`config.mk`:
```
export PLATFORM = sky130hd
export DESIGN_NAME = odd_bank_cfg
export DESIGN_NICKNAME = d
export VERILOG_FILES = /design/src/odd_pkg.sv /design/src/odd_toggle_det.sv /design/src/odd_ratio_lut.sv /design/src/odd_bank_cfg.sv
export SDC_FILE = /design/constraint.sdc
export NUM_CORES = 1
export LEC_CHECK = 0
export ABC_CLOCK_PERIOD_IN_PS = 3600
export BUFFER_PORTS_ARGS = -buffer_cell sky130_fd_sc_hd__buf_4
export CAP_MARGIN = 10
export CORE_ASPECT_RATIO = 0.8
export CORE_MARGIN = 2
export CORE_UTILIZATION = 44
export CTS_CLUSTER_DIAMETER = 40
export DETAILED_ROUTE_END_ITERATION = 16
export MAX_ROUTING_LAYER = met4
export PLACE_DENSITY = 0.69
export SYNTH_ARGS = -nofsm -noshare
export SYNTH_HDL_FRONTEND = slang
export SYNTH_SLANG_ARGS = --single-unit
```
`constraint.sdc`:
```
create_clock -name ref_clk -period 3.6 [get_ports ref_clk]
set_input_delay 0.54 -clock ref_clk [delete_from_list [all_inputs] [get_ports ref_clk]]
set_output_delay 0.54 -clock ref_clk [all_outputs]
set_load 0.01 [all_outputs]
```
`src/odd_pkg.sv`:
```
// Purpose: Shared constants and types for the output bank D configuration block
// Assumes: Byte-wide register port, one clock, active-low asynchronous reset
// Notes:   Ratio table index is the 6-bit coded ratio; zero marks a reserved code
package odd_pkg;

	// Register offsets
	localparam logic [7:0] ODD_ADDR_FRAC_LO  = 8'h28;
	localparam logic [7:0] ODD_ADDR_FRAC_MID = 8'h29;
	localparam logic [7:0] ODD_ADDR_FRAC_HI  = 8'h2A;
	localparam logic [7:0] ODD_ADDR_FINT     = 8'h2B;
	localparam logic [7:0] ODD_ADDR_RATIO    = 8'h2C;
	localparam logic [7:0] ODD_ADDR_PATH     = 8'h2D;
	localparam logic [7:0] ODD_ADDR_PWR      = 8'h2E;
	localparam logic [7:0] ODD_ADDR_SPARE    = 8'h2F;
	localparam logic [7:0] ODD_ADDR_OUT0     = 8'h30;
	localparam logic [7:0] ODD_ADDR_OUT1     = 8'h31;

	// Field positions
	localparam int ODD_POS_DIV_TYPE  = 1;
	localparam int ODD_POS_POST_LO   = 2;
	localparam int ODD_POS_BANK_PD   = 7;
	localparam int ODD_POS_CTL       = 0;
	localparam int ODD_POS_OUT_PD    = 7;
	localparam int ODD_POS_STYLE     = 2;
	localparam int ODD_POS_SRC       = 0;

	// Reset values
	localparam logic [23:0] ODD_RST_FRAC  = 24'h600000;
	localparam logic [3:0]  ODD_RST_FINT  = 4'h9;
	localparam logic [5:0]  ODD_RST_RATIO = 6'h0D;

	// Reserved limits
	localparam logic [3:0] ODD_FINT_MIN_LEGAL = 4'h5;
	localparam logic [5:0] ODD_RATIO_MAX_CODE = 6'h3B;
	localparam logic [7:0] ODD_RATIO_MAX_VAL  = 8'hDC;
	localparam logic [1:0] ODD_POST_RSVD      = 2'h3;

	// Ratio for code 12h is unknown; value chosen to continue the ascent
	localparam logic [7:0] ODD_RATIO_GAP = 8'h18;

	localparam logic [7:0] ODD_RATIO_TBL [64] = '{
		8'h00, 8'h01, 8'h02, 8'h03, 8'h04, 8'h05, 8'h06, 8'h08,
		8'h09, 8'h0A, 8'h0C, 8'h0E, 8'h0F, 8'h10, 8'h12, 8'h14,
		8'h15, 8'h16, ODD_RATIO_GAP, 8'h19, 8'h1B, 8'h1C, 8'h1E, 8'h20,
		8'h21, 8'h23, 8'h24, 8'h28, 8'h2A, 8'h2C, 8'h2D, 8'h30,
		8'h32, 8'h36, 8'h37, 8'h38, 8'h3C, 8'h40, 8'h42, 8'h46,
		8'h48, 8'h50, 8'h54, 8'h58, 8'h5A, 8'h60, 8'h64, 8'h6C,
		8'h6E, 8'h70, 8'h78, 8'h80, 8'h84, 8'h8C, 8'h90, 8'hA0,
		8'hB0, 8'hB4, 8'hC8, 8'hDC, 8'h00, 8'h00, 8'h00, 8'h00
	};

	typedef struct packed {
		logic [5:0]  ratio_code;
		logic [23:0] frac;
		logic [3:0]  fint;
		logic [1:0]  post_div;
		logic        div_type;
		logic        src_sel;
		logic        bank_pd;
		logic        out0_pd;
		logic        out0_style;
		logic [1:0]  out0_amp;
		logic        out1_pd;
	} odd_cfg_s;

endpackage

```
`src/odd_toggle_det.sv`:
```
// Purpose: Turns each change of a level into a one-cycle pulse
// Assumes: Input synchronous to clk
// Notes:   Both edges count, as the trigger is a toggle
`timescale 1ns/10ps
module odd_toggle_det (
	input  wire logic clk,
	input  wire logic reset_n,
	input  wire logic level,
	output logic      pulse
);
	logic level_q;

	always_ff @(posedge clk or negedge reset_n) begin
		if (!reset_n) begin
			level_q <= 1'b0;
			pulse   <= 1'b0;
		end else begin
			level_q <= level;
			pulse   <= level ^ level_q;
		end
	end
endmodule // odd_toggle_det

```
`src/odd_ratio_lut.sv`:
```
// Purpose: Maps the coded integer ratio to its divide value
// Assumes: Combinational use only
// Notes:   Reserved codes map to zero
`timescale 1ns/10ps
module odd_ratio_lut
	import odd_pkg::*;
(
	input  wire logic [5:0] code,
	output logic      [7:0] ratio,
	output logic            reserved
);
	always_comb begin
		ratio    = ODD_RATIO_TBL[code];
		reserved = (ratio == 8'h00);
	end
endmodule // odd_ratio_lut

```
`src/odd_bank_cfg.sv`:
```
// Purpose: Register bank and active settings for output bank D
// Assumes: Byte register port driven by the serial-port slave, synchronous inputs
// Notes:   Active ratio code only moves on a resync toggle
`timescale 1ns/10ps
// Operation
// - The 24-bit fraction is kept in three bytes at 0x28 (low), 0x29 (mid) and 0x2A (high).
// - The fractional part of the divide ratio is the fraction field over 2 to the 24.
// - The fraction field resets to 0x600000 and is readable and writable.
// - The 4-bit integer part sits in bits 3:0 at 0x2B, read/write, reset 1001b.
// - Integer-part codes 0 to 4 are reserved, codes 5 to 15 divide by their own value.
// - The 6-bit coded ratio sits in bits 5:0 at 0x2C, read/write, reset 0x0D.
// - A written ratio code only becomes active when the resync trigger is toggled.
// - Ratio code 0 and codes 3C to 3F are reserved, others give ascending fixed ratios.
// - Ratio code 3B selects divide-by-220, the largest ratio.
// - Control-source 0 takes settings from the pins, 1 takes them from the registers.
// - Post-divider 00 divides by 1, 01 by 2, 10 by 4, and 11 is reserved.
// - Bank power-down powers the bank down and puts the second output in high impedance.
module odd_bank_cfg
	import odd_pkg::*;
(
	input  wire logic        ref_clk,
	input  wire logic        reset_n,
	input  wire logic [7:0]  reg_addr,
	input  wire logic        reg_wr,
	input  wire logic [7:0]  reg_wdata,
	input  wire logic        reg_rd,
	output logic      [7:0]  reg_rdata,
	input  wire logic        resync_trigger,
	input  wire odd_cfg_s    pin_cfg,
	output odd_cfg_s         active_cfg,
	output logic      [7:0]  int_ratio,
	output logic      [27:0] frac_ratio,
	output logic      [2:0]  post_factor,
	output logic             out1_oe,
	output logic             cfg_reserved
);

	odd_cfg_s    regs;
	logic        bank_ctl;
	logic [5:0]  act_code;
	logic        resync_pulse;
	logic [7:0]  lut_ratio;
	logic        lut_rsvd;
	odd_cfg_s    sel_cfg;
	logic [5:0]  next_act_code;
	logic [2:0]  next_post_factor;
	logic        next_reserved;
	logic [7:0]  next_rdata;

	odd_toggle_det u_resync (
		.clk     (ref_clk),
		.reset_n (reset_n),
		.level   (resync_trigger),
		.pulse   (resync_pulse)
	);

	odd_ratio_lut u_lut (
		.code     (act_code),
		.ratio    (lut_ratio),
		.reserved (lut_rsvd)
	);

	// Register writes; reserved bit positions are simply not stored
	always_ff @(posedge ref_clk or negedge reset_n) begin
		if (!reset_n) begin
			regs            <= '0;
			regs.frac       <= ODD_RST_FRAC;
			regs.fint       <= ODD_RST_FINT;
			regs.ratio_code <= ODD_RST_RATIO;
			bank_ctl        <= 1'b0;
		end else if (reg_wr) begin
			case (reg_addr)
				ODD_ADDR_FRAC_LO:  regs.frac[7:0]   <= reg_wdata;
				ODD_ADDR_FRAC_MID: regs.frac[15:8]  <= reg_wdata;
				ODD_ADDR_FRAC_HI:  regs.frac[23:16] <= reg_wdata;
				ODD_ADDR_FINT:     regs.fint <= reg_wdata[3:0];
				ODD_ADDR_RATIO:    regs.ratio_code <= reg_wdata[5:0];
				ODD_ADDR_PATH: begin
					regs.post_div <= reg_wdata[ODD_POS_POST_LO+1:ODD_POS_POST_LO];
					regs.div_type <= reg_wdata[ODD_POS_DIV_TYPE];
					regs.src_sel  <= reg_wdata[ODD_POS_SRC];
				end
				ODD_ADDR_PWR: begin
					regs.bank_pd <= reg_wdata[ODD_POS_BANK_PD];
					bank_ctl     <= reg_wdata[ODD_POS_CTL];
				end
				ODD_ADDR_OUT0: begin
					regs.out0_pd    <= reg_wdata[ODD_POS_OUT_PD];
					regs.out0_style <= reg_wdata[ODD_POS_STYLE];
					regs.out0_amp   <= reg_wdata[1:0];
				end
				ODD_ADDR_OUT1: regs.out1_pd <= reg_wdata[ODD_POS_OUT_PD];
				default: ;
			endcase
		end
	end

	// Read mux; reserved bits and unmapped offsets read as zero
	always_comb begin
		next_rdata = 8'h00;
		case (reg_addr)
			ODD_ADDR_FRAC_LO:  next_rdata = regs.frac[7:0];
			ODD_ADDR_FRAC_MID: next_rdata = regs.frac[15:8];
			ODD_ADDR_FRAC_HI:  next_rdata = regs.frac[23:16];
			ODD_ADDR_FINT:     next_rdata = {4'h0, regs.fint};
			ODD_ADDR_RATIO:    next_rdata = {2'h0, regs.ratio_code};
			ODD_ADDR_PATH:     next_rdata = {4'h0, regs.post_div, regs.div_type, regs.src_sel};
			ODD_ADDR_PWR:      next_rdata = {regs.bank_pd, 6'h00, bank_ctl};
			ODD_ADDR_OUT0:     next_rdata = {regs.out0_pd, 4'h0, regs.out0_style, regs.out0_amp};
			ODD_ADDR_OUT1:     next_rdata = {regs.out1_pd, 7'h00};
			default:           next_rdata = 8'h00;
		endcase
	end

	always_ff @(posedge ref_clk or negedge reset_n) begin
		if (!reset_n) begin
			reg_rdata <= 8'h00;
		end else if (reg_rd) begin
			reg_rdata <= next_rdata;
		end
	end

	// Source of every setting follows the control-source bit
	always_comb begin
		sel_cfg = bank_ctl ? regs : pin_cfg;
	end

	// Ratio is taken from the selected source only on a resync toggle,
	// so a divider never sees a half-written code
	always_comb begin
		next_act_code = act_code;
		if (resync_pulse) begin
			next_act_code = sel_cfg.ratio_code;
		end
	end

	always_ff @(posedge ref_clk or negedge reset_n) begin
		if (!reset_n) begin
			act_code <= ODD_RST_RATIO;
		end else begin
			act_code <= next_act_code;
		end
	end

	always_comb begin
		case (sel_cfg.post_div)
			2'h0:    next_post_factor = 3'h1;
			2'h1:    next_post_factor = 3'h2;
			2'h2:    next_post_factor = 3'h4;
			default: next_post_factor = 3'h0;
		endcase
	end

	// Reserved settings are flagged, not corrected: software owns them
	always_comb begin
		next_reserved = lut_rsvd
			| (sel_cfg.fint < ODD_FINT_MIN_LEGAL)
			| (sel_cfg.post_div == ODD_POST_RSVD);
	end

	always_ff @(posedge ref_clk or negedge reset_n) begin
		if (!reset_n) begin
			active_cfg   <= '0;
			int_ratio    <= 8'h00;
			frac_ratio   <= 28'h0;
			post_factor  <= 3'h0;
			out1_oe      <= 1'b0;
			cfg_reserved <= 1'b0;
		end else begin
			active_cfg            <= sel_cfg;
			active_cfg.ratio_code <= act_code;
			int_ratio             <= lut_ratio;
			// Integer part above a 24-bit binary point: value = fint + frac/2^24
			frac_ratio            <= {sel_cfg.fint, sel_cfg.frac};
			post_factor           <= next_post_factor;
			out1_oe               <= !(sel_cfg.bank_pd | sel_cfg.out1_pd);
			cfg_reserved          <= next_reserved;
		end
	end

	AST_FRAC_LO_WRITE: assert property (@(posedge ref_clk) disable iff (!reset_n)
		reg_wr && reg_addr == ODD_ADDR_FRAC_LO |=> regs.frac[7:0] == $past(reg_wdata))
		else $error("fraction low byte not stored");

	AST_FRAC_HI_WRITE: assert property (@(posedge ref_clk) disable iff (!reset_n)
		reg_wr && reg_addr == ODD_ADDR_FRAC_HI |=> regs.frac[23:16] == $past(reg_wdata)
		&& $stable(regs.frac[15:0]))
		else $error("fraction high byte write wrong");

	AST_FRAC_READBACK: assert property (@(posedge ref_clk) disable iff (!reset_n)
		reg_rd && reg_addr == ODD_ADDR_FRAC_MID |=> reg_rdata == $past(regs.frac[15:8]))
		else $error("fraction mid byte read back wrong");

	AST_RATIO_HOLD: assert property (@(posedge ref_clk) disable iff (!reset_n)
		!resync_pulse |=> $stable(act_code))
		else $error("active ratio changed without resync");

	AST_RATIO_APPLY: assert property (@(posedge ref_clk) disable iff (!reset_n)
		resync_pulse && bank_ctl |=> act_code == $past(regs.ratio_code)
		##1 active_cfg.ratio_code == $past(act_code))
		else $error("resync did not apply written ratio");

	AST_MAX_RATIO: assert property (@(posedge ref_clk) disable iff (!reset_n)
		act_code == ODD_RATIO_MAX_CODE |=> int_ratio == ODD_RATIO_MAX_VAL)
		else $error("top ratio code is not divide-by-220");

	AST_RSVD_CODE: assert property (@(posedge ref_clk) disable iff (!reset_n)
		act_code > ODD_RATIO_MAX_CODE |=> cfg_reserved && int_ratio == 8'h00)
		else $error("reserved ratio code not flagged");

	AST_SRC_REG: assert property (@(posedge ref_clk) disable iff (!reset_n)
		bank_ctl |=> active_cfg.frac == $past(regs.frac)
		&& active_cfg.bank_pd == $past(regs.bank_pd))
		else $error("register settings not selected");

	AST_SRC_PIN: assert property (@(posedge ref_clk) disable iff (!reset_n)
		!bank_ctl |=> active_cfg.bank_pd == $past(pin_cfg.bank_pd)
		&& active_cfg.fint == $past(pin_cfg.fint))
		else $error("pin settings not selected");

	AST_POST_DIV: assert property (@(posedge ref_clk) disable iff (!reset_n)
		$past(reset_n) && active_cfg.post_div != ODD_POST_RSVD
		|-> post_factor == (3'h1 << active_cfg.post_div))
		else $error("post divider factor wrong");

	AST_PD_HIZ: assert property (@(posedge ref_clk) disable iff (!reset_n)
		active_cfg.bank_pd |-> !out1_oe)
		else $error("second output driven while bank powered down");

	AST_FINT_RSVD: assert property (@(posedge ref_clk) disable iff (!reset_n)
		$past(reset_n) && active_cfg.fint < ODD_FINT_MIN_LEGAL |-> cfg_reserved)
		else $error("reserved integer part not flagged");

	AST_FRAC_TOTAL: assert property (@(posedge ref_clk) disable iff (!reset_n)
		bank_ctl |=> frac_ratio == {$past(regs.fint), $past(regs.frac)})
		else $error("total fractional ratio mismatched");

endmodule // odd_bank_cfg

```
==> results of run 1 <==
-- final timing paths --
check,start,end,slack (ns),depth (start not counted)
worst min-delay path,reset_n,frac_ratio[10],0.07,1
worst max register to register,act_code[0],cfg_reserved,0.84,7
worst max-delay path,act_code[0],cfg_reserved,0.84,7
max in group asynchronous,reset_n,regs[35],2.74,2
worst min register to register,u_resync.level_q,u_resync.pulse,0.43,1
min in group ref_clk,resync_trigger,u_resync.level_q,0.25,1
-- flip-flops by register name, indices dropped and copies added, names as in the netlist, 3 cells and up --
name	count
active_cfg	17
regs	44
post_factor	3
reg_rdata	8
frac_ratio	27
int_ratio	8
act_code	6
-- through the flow --
| stage | cell area [um^2] | util | hold WS (ns) | setup slack (ns) | std cells |
|---|---|---|---|---|---|
| global route | 7320 | 0.575 | 0.103 | 0.667 | 777 |
| floorplan | 5690 | - | 0.244 | 1.10 | 461 |
| detailed placement | 6810 | 0.535 | 0.431 | 0.916 | 746 |
| finish | 7320 | 0.575 | 0.0745 | 0.837 | 777 |
| global placement | 6810 | 0.535 | 0.427 | 0.962 | 746 |
| CTS | 7320 | 0.575 | 0.0847 | 0.875 | 777 |
-- cell usage in the layout (no fill, tap or decap), types with 5 or more instances in the layout --
master     Yosys  final
nand3_1        9      9
mux2i_1       16     16
nand2b_1       5      5
nor2_1        15     15
o22ai_1        7      7
o21ai_0       16     16
nor3_1         7      7
a22oi_1        8      8
buf_4         28    161
inv_1         16     16
ha_1           7      7
clkbuf_1      12      7
nor2b_1       10     10
dfstp_2       10     10
a21oi_1       17     17
clkbuf_16      0     17
nand2_1       11     11
mux2_2        87     87
dfrtp_1      108    107
-- routing by layer --
layer / track usage / vias up / routed length [um]
li1: - / 1902 / -
met3: 0.0688 / 22 / 983
met5: - / - / 0
met4: 0.0839 / 0 / 250
met1: 0.308 / 2087 / 6830
met2: 0.315 / 173 / 6560
-- cell families (layout without fill, tap and decap cells) --
kind of cell    Yosys count  after routing  share of synthesized area
compound gates           82             82                      0.104
xor+xnor                  1              1                    0.00154
fa+ha+maj                 7              7                     0.0154
buf+inv                  68            209                     0.0662
flops                   118            118                      0.521
mux                     106            106                      0.212
simple gates             79             79                     0.0796
-- layout make-up --
| class | count | area share |
|---|---|---|
| clock inverters | 4 | 0.00308 |
| clock buffers | 27 | 0.0673 |
| flip-flops and latches | 118 | 0.405 |
| inverters | 17 | 0.00872 |
| repair buffers | 161 | 0.165 |
| multi-input cells | 275 | 0.321 |
| well taps | 175 | 0.0299 |
-- power by group through the flow --
stage | combinational [mW] | clock, mW | sequential (mW)
floorplan | 0.339 | 0 | 1.53
global placement | 0.583 | 0 | 1.56
detailed placement | 0.586 | 0 | 1.56
CTS | 0.589 | 1.50 | 1.54
global route | 0.642 | 1.57 | 1.56
finish | 0.585 | 1.48 | 1.54
==> metrics.txt, run 1 <==
outcome=complete, no violations; Final Max Slew Viols=0; slowest stage delay, CP=0.65 ns; post-synth top area cell=dfrtp_1; final-layout fill cell count=1091; fin crit period=2.76 ns; Syn Std Cell Area=5690 um^2; final setup fails=0; antenna violations before repair=0; Yosys top cell area share=0.475; Clock Power Share=0.410; peak supply drop=323 uV; CP Class=reg -> reg; top-count cell post-synth=dfrtp_1; RSZ-0062 raised after global routing=false; Routed Antenna Nets=0; Total Wirelength=14.6 mm; Port-buffer cells=between 150 and 200; DRC=0; wire length of the first global-routing pass=~23 mm; row count=37; DIE HEIGHT=106 um; Post-DP HPWL=10.4 mm; Tcrit/Tclk final=0.767; Initial Util=0.447; Clk pin slew, worst setup/hold paths=0.05 ns; Hold WC Path Type=in -> async; post-CTS sizing=0; Synthesized Nets=533; CP endpoint kind=flip-flop; TritonCTS clock tree=built; clk_lat worst skew=0.42 ns; die width=131 um; crit path cell chain=inv_1, ha_1, or3_1, o211a_1, o221a_2, or4_1, o41ai_2; max capacitance violation total=0; Max clock buf depth=2; final antenna diode count=0; worst-path fanout max=10; crit path DAT=just over 3 ns; f_max=between 0.3 and 0.4 GHz; sequential share of power=0.428; Bufs and invs on worst path=1; sw frac=0.263; crit path max-delay cell type=dfstp_2; flop and latch count out of synthesis=118; Post-CTS Hold Buffers=0; die area=approximately 14000 um^2; DRT iter0 DRCs=around 240; leakage=3.38 nW; largest net degree at the start of global routing=39; GRT Resource Usage Total=0.225; CP delay by family, top=simple AND/OR/NAND/NOR gates; pin slew with the least headroom to its limit=roughly 0.9 ns; PnR Total Power=3.61 mW; Synth Flop Type=dfrtp_1; register area share after synthesis=0.521; register cell area after layout=2970 um^2; YS warnings=0; most common library cells after synthesis=dfrtp_1, mux2_2, buf_4; postcts setup bufs=0; number of synthesized flops with an enable pin=0; Sw Pwr=0.951 mW; GP Congestion=0.843; Fin Setup TNS=0 ns; Setup crit start kind=flip-flop; layout cell share with drive strength beyond 1=0.502; Via density=5.38; Worst Path Required=3.91 ns; final count of hold timing violations=0; Num CTS Buffers=17; synth unique cells=65; Syn Area/Cell=12.3 um^2; Final nets=662; Gate power share=0.162; PD cells=493 nW/um^2; Mapped Cells=461; total clock sinks=~120; vias in the first global route=roughly 4.2k; top-level I/O count=158; most area-consuming cells after synthesis=dfrtp_1, mux2_2, dfstp_2, buf_4, mux2i_1; slew margin rel.=0.396; Remaining Overflow, GRT=0; CTS H-tree depth=4; asr flop ratio synth=1.00; Int Pwr=2.66 mW; area of the multi-input gates=2350 um^2; vias=roughly 4.2k; CTS Root Cell=clkbuf_16; drt wl/cell=18.8 um; final setup skew=0.00556 ns; Area growth syn-to-layout=28.7%; area of the core=between 10000 and 15000 um^2; First-pass DRT Iterations=4
Note: power is estimated with default switching activity, not from simulation.
==> run 2, diff against run 1 <==
ABC_CLOCK_PERIOD_IN_PS = 2650   (was 3600)
clock period = 2.65 ns   (was 3.6 ns; I/O delays follow)
==> metrics.txt, run 2 (synthesis results as in run 1) <==
row count=37 (unchanged); drt wl/cell=18.7 um (-0.44%); PnR Total Power=5.31 mW (+47%); slew margin rel.=0.530 (+0.135); Port-buffer cells=157 (unchanged); Remaining Overflow, GRT=0 (unchanged); First-pass DRT Iterations=5 (+1); TritonCTS clock tree=built; commonest cells after routing, fill and taps aside=buf_4, dfrtp_1, mux2_2; GRT Resource Usage Total=0.222 (-0.00274); Final nets=671 (+1.4%); Initial Util=0.447 (unchanged); Most flops, register=regs; final-layout fill cell count=1025 (-6.0%); fin crit period=2.46 ns (-0.300 ns); Num CTS Buffers=17 (unchanged); Tcrit/Tclk final=0.929 (+0.162); Final Max Slew Viols=0 (unchanged); antenna violations before repair=0 (unchanged); CP endpoint kind=flip-flop; vias=4169 (-0.36%); top-level I/O count=158 (unchanged); Total Wirelength=14.8 mm (+0.84%); Setup crit start kind=flip-flop; Fin Setup TNS=0 ns (unchanged); largest net degree at the start of global routing=52 (+33%); biggest regs=regs: 44 flops, frac_ratio: 27 flops, active_cfg: 17 flops; clk_lat worst skew=0.41 ns (about the same); final setup fails=0 (unchanged); final antenna diode count=0 (unchanged); Worst Path Required=2.96 ns (-0.95 ns); Clk pin slew, worst setup/hold paths=0.05 ns (about the same); DRC=0 (unchanged); Final Worst Setup Slack=0.187 ns (-0.650 ns); GP Congestion=0.885 (+5.0%); commonest non-fill, non-tap cell in the layout=buf_4; pin slew with the least headroom to its limit=0.705 ns (-0.195 ns); CTS Root Cell=clkbuf_16; final count of hold timing violations=0 (unchanged); area of the core=12700 um^2 (unchanged); wire length of the first global-routing pass=23.0 mm (-1.2%); PD cells=707 nW/um^2 (+43%); Via density=5.30 (-1.6%); f_max=0.406 GHz (+12%); vias in the first global route=4186 (-0.83%); worst slack at placement=0.121 ns (-0.795 ns); leakage=3.47 nW (+2.7%); DRT iter0 DRCs=288 (+20%); CP Class=reg -> reg; CTS H-tree depth=4 (unchanged); Hold WC Path Type=in -> async; final setup skew=0.00404 ns (-0.00152 ns); max capacitance violation total=0 (unchanged); die area=13900 um^2 (unchanged); Post-CTS Hold Buffers=0 (unchanged); Area growth syn-to-layout=32.1%; outcome=complete, no violations; RSZ-0062 raised after global routing=false; peak supply drop=562 uV (+74%); die width=131 um (unchanged); DIE HEIGHT=106 um (unchanged); postcts setup bufs=0 (unchanged); total clock sinks=118 (unchanged); Routed Antenna Nets=0 (unchanged); Post-DP HPWL=10.6 mm (+1.3%); worst-path fanout max=19 (+9); Largest register FFs=44 (unchanged); Max clock buf depth=2 (unchanged); post-CTS sizing=0 (unchanged); crit path DAT=2.77 ns (-0.30 ns); layout cell share with drive strength beyond 1=0.521 (+0.0196)
run 2: worst max-delay path: stages (launching register included):
cell and delay, ns:
dfstp_2 0.70, clkinv_1 0.31, o211a_1 0.31, o221a_2 0.31
or4_1 0.52, o41ai_2 0.20
run 2: metrics by stage:
stage	utilization	hold slack [ns]	std cells	area (um^2)
floorplan	-	0.102	461	5690
detailed placement	0.541	0.433	755	6890
global placement	0.541	0.428	755	6890
CTS	0.589	0.0373	787	7500
global route	0.590	0.0729	787	7520
finish	0.590	0.0220	787	7520
run 2: layout make-up:
type	count	area, um^2	area share
clock inverter	11	149	0.0198
sequential	118	2970	0.395
timing repair buffer	170	1290	0.171
tap	175	219	0.0291
inverter	17	63.8	0.00849
clock buffer	21	470	0.0626
multi-input combinational	275	2360	0.314
run 2: worst paths after layout:
| kind | from | to | slack [ns] | depth (start not counted) |
|---|---|---|---|---|
| setup / recovery | act_code[2] | cfg_reserved | 0.19 | 5 |
| hold / removal | reset_n | frac_ratio[9] | 0.02 | 1 |
| setup reg to reg | act_code[2] | cfg_reserved | 0.19 | 5 |
| hold reg to reg | u_resync.level_q | u_resync.pulse | 0.44 | 1 |
| max in group asynchronous | reset_n | act_code[3] | 1.81 | 2 |
| min in group ref_clk | resync_trigger | u_resync.level_q | 0.11 | 1 |
run 2: per-layer routing:
layer / global-route usage / share of wire
met1: 0.305 / 0.46
met2: 0.314 / 0.45
met3: 0.0673 / 0.076
met4: 0.0761 / 0.015
met5: - / 0
run 2: report_power, final:
group | internal (mW) | switching (mW)
sequential | 1.94 | 0.121
combinational | 0.439 | 0.423
clock | 1.55 | 0.832
total | 3.94 | 1.38
==> run 3, diff against run 2 <==
CTS_BUF_LIST = sky130_fd_sc_hd__clkbuf_2 sky130_fd_sc_hd__clkbuf_4 sky130_fd_sc_hd__clkbuf_8   (was default)
==> metrics.txt, run 3 (synthesis results as in run 1) <==
CTS H-tree depth=4 (unchanged); Via density=5.25 (-0.84%); GP Congestion=0.885 (unchanged); worst hold slack=-0.000770 ns (-0.0227 ns); final antenna diode count=0 (unchanged); top-level I/O count=158 (unchanged); Final nets=671 (unchanged); Remaining Overflow, GRT=0 (unchanged); vias=4134 (-0.84%); reg2reg start=act_code[2]; leakage=3.38 nW (-2.4%); CP Class=reg -> reg; area of the multi-input gates=2360 um^2 (unchanged); Most flops, register=regs; met3 Resource Use GR=0.0635 (-0.00385); Worst R2R Path Depth=5 (unchanged); commonest non-fill, non-tap cell in the layout=buf_4; max capacitance violation total=0 (unchanged); total clock sinks=118 (unchanged); Num CTS Buffers=17 (unchanged); fin crit period=2.46 ns (+0.00199 ns); commonest cells after routing, fill and taps aside=buf_4, dfrtp_1, mux2_2; final setup skew=0.00972 ns (+0.00567 ns); crit path DAT=2.79 ns (+0.02 ns); register cell area after layout=2970 um^2 (unchanged); TritonCTS clock tree=built; die area=13900 um^2 (unchanged); row count=37 (unchanged); CP endpoint kind=flip-flop; drt wl/cell=18.3 um (-2.5%); M2 GR Usage=0.302 (-0.0117); Clk pin slew, worst setup/hold paths=0.07 ns (+0.02 ns); vias in the first global route=4191 (+0.12%); final setup fails=0 (unchanged); DRC=0 (unchanged); GRT Resource Usage Total=0.216 (-0.00567); Total Wirelength=14.4 mm (-2.5%); Final Max Slew Viols=0 (unchanged); Worst Path Required=2.97 ns (about the same); grt met1 use=0.301 (-0.00386); Util after Layout=0.576 (-0.0147); Setup crit start kind=flip-flop; Max clock buf depth=2 (unchanged); Area growth syn-to-layout=28.8%; Hold WC Path Type=in -> async; slew margin rel.=0.540 (+0.0102); First-pass DRT Iterations=4 (-1); Port-buffer cells=157 (unchanged); pin slew with the least headroom to its limit=0.689 ns (-0.0153 ns); Worst R2R Setup Slack=0.19 ns (about the same); Post-DP HPWL=10.6 mm (unchanged); RSZ-0062 raised after global routing=false; largest net degree at the start of global routing=52 (unchanged); PnR Total Power=4.67 mW (-12%); antenna violations before repair=0 (unchanged); DRT iter0 DRCs=222 (-23%); clk_lat worst skew=0.42 ns (about the same); outcome=finished, violations left; failing checks=negative hold slack; die width=131 um (unchanged); area of the core=12700 um^2 (unchanged); wire length of the first global-routing pass=22.6 mm (-2.0%); final-layout fill cell count=1054 (+2.8%); GRT busiest layer=met2; worst-path fanout max=19 (unchanged); postcts setup bufs=0 (unchanged); f_max=0.406 GHz (about the same); PD cells=638 nW/um^2 (-9.8%); biggest regs=regs: 44 flops, frac_ratio: 27 flops, active_cfg: 17 flops; Largest register FFs=44 (unchanged); Routed Antenna Nets=0 (unchanged); peak supply drop=353 uV (-37%); Initial Util=0.447 (unchanged); layout cell share with drive strength beyond 1=0.523 (+0.00163); Tcrit/Tclk final=0.930 (about the same); DIE HEIGHT=106 um (unchanged); final count of hold timing violations=3 (+3); CTS Root Cell=clkbuf_8; Fin Setup TNS=0 ns (unchanged); FF-to-FF End=cfg_reserved
run 3: repair_timing:
action                     4_1_cts  5_1_grt
hold buffers                     0        0
gates resized for setup          0        1
setup endpoints to repair        0        1
run 3: worst max path at each step:
stage	startpoint	to	slack [ns]	cells past startpoint
6_report	act_code[2]	cfg_reserved	0.19	5
5_1_grt	act_code[0]	cfg_reserved	0.04	7
4_1_cts	act_code[0]	cfg_reserved	0.11	7
3_5_place_dp	act_code[0]	cfg_reserved	0.12	7
3_3_place_gp	act_code[0]	cfg_reserved	0.17	7
2_1_floorplan	act_code[0]	cfg_reserved	0.15	7
run 3: stage by stage:
stage	cell area [um^2]	std cells	worst slack (ns)
6_report	7330	787	0.185
5_1_grt	7330	787	0.0376
4_1_cts	7320	787	0.107
3_5_place_dp	6890	755	0.121
3_3_place_gp	6890	755	0.170
2_1_floorplan	5690	461	0.149
run 3: where the power goes:
group	switching [mW]	total (mW)	internal, mW
sequential	0.120	2.06	1.94
clock	0.740	1.76	1.02
combinational	0.417	0.855	0.439
run 3: layout make-up:
| cell class | instances | area share |
|---|---|---|
| sequential | 118 | 0.405 |
| multi-input combinational | 275 | 0.322 |
| clock inverter | 11 | 0.0203 |
| tap | 175 | 0.0299 |
| timing repair buffer | 170 | 0.176 |
| clock buffer | 21 | 0.0386 |
| inverter | 17 | 0.00871 |
run 3: critical path: stages (launching register included):
cell	delay, ns
dfstp_2	0.70
clkinv_1	0.31
o211a_1	0.31
o221a_2	0.31
or4_1	0.52
o41ai_2	0.20
run 3: per-layer routing:
layer	wire length, um	vias to the layer above
met3	1030	14
met1	6760	2030
met2	6420	164
met5	0	-
li1	-	1926
met4	170	0
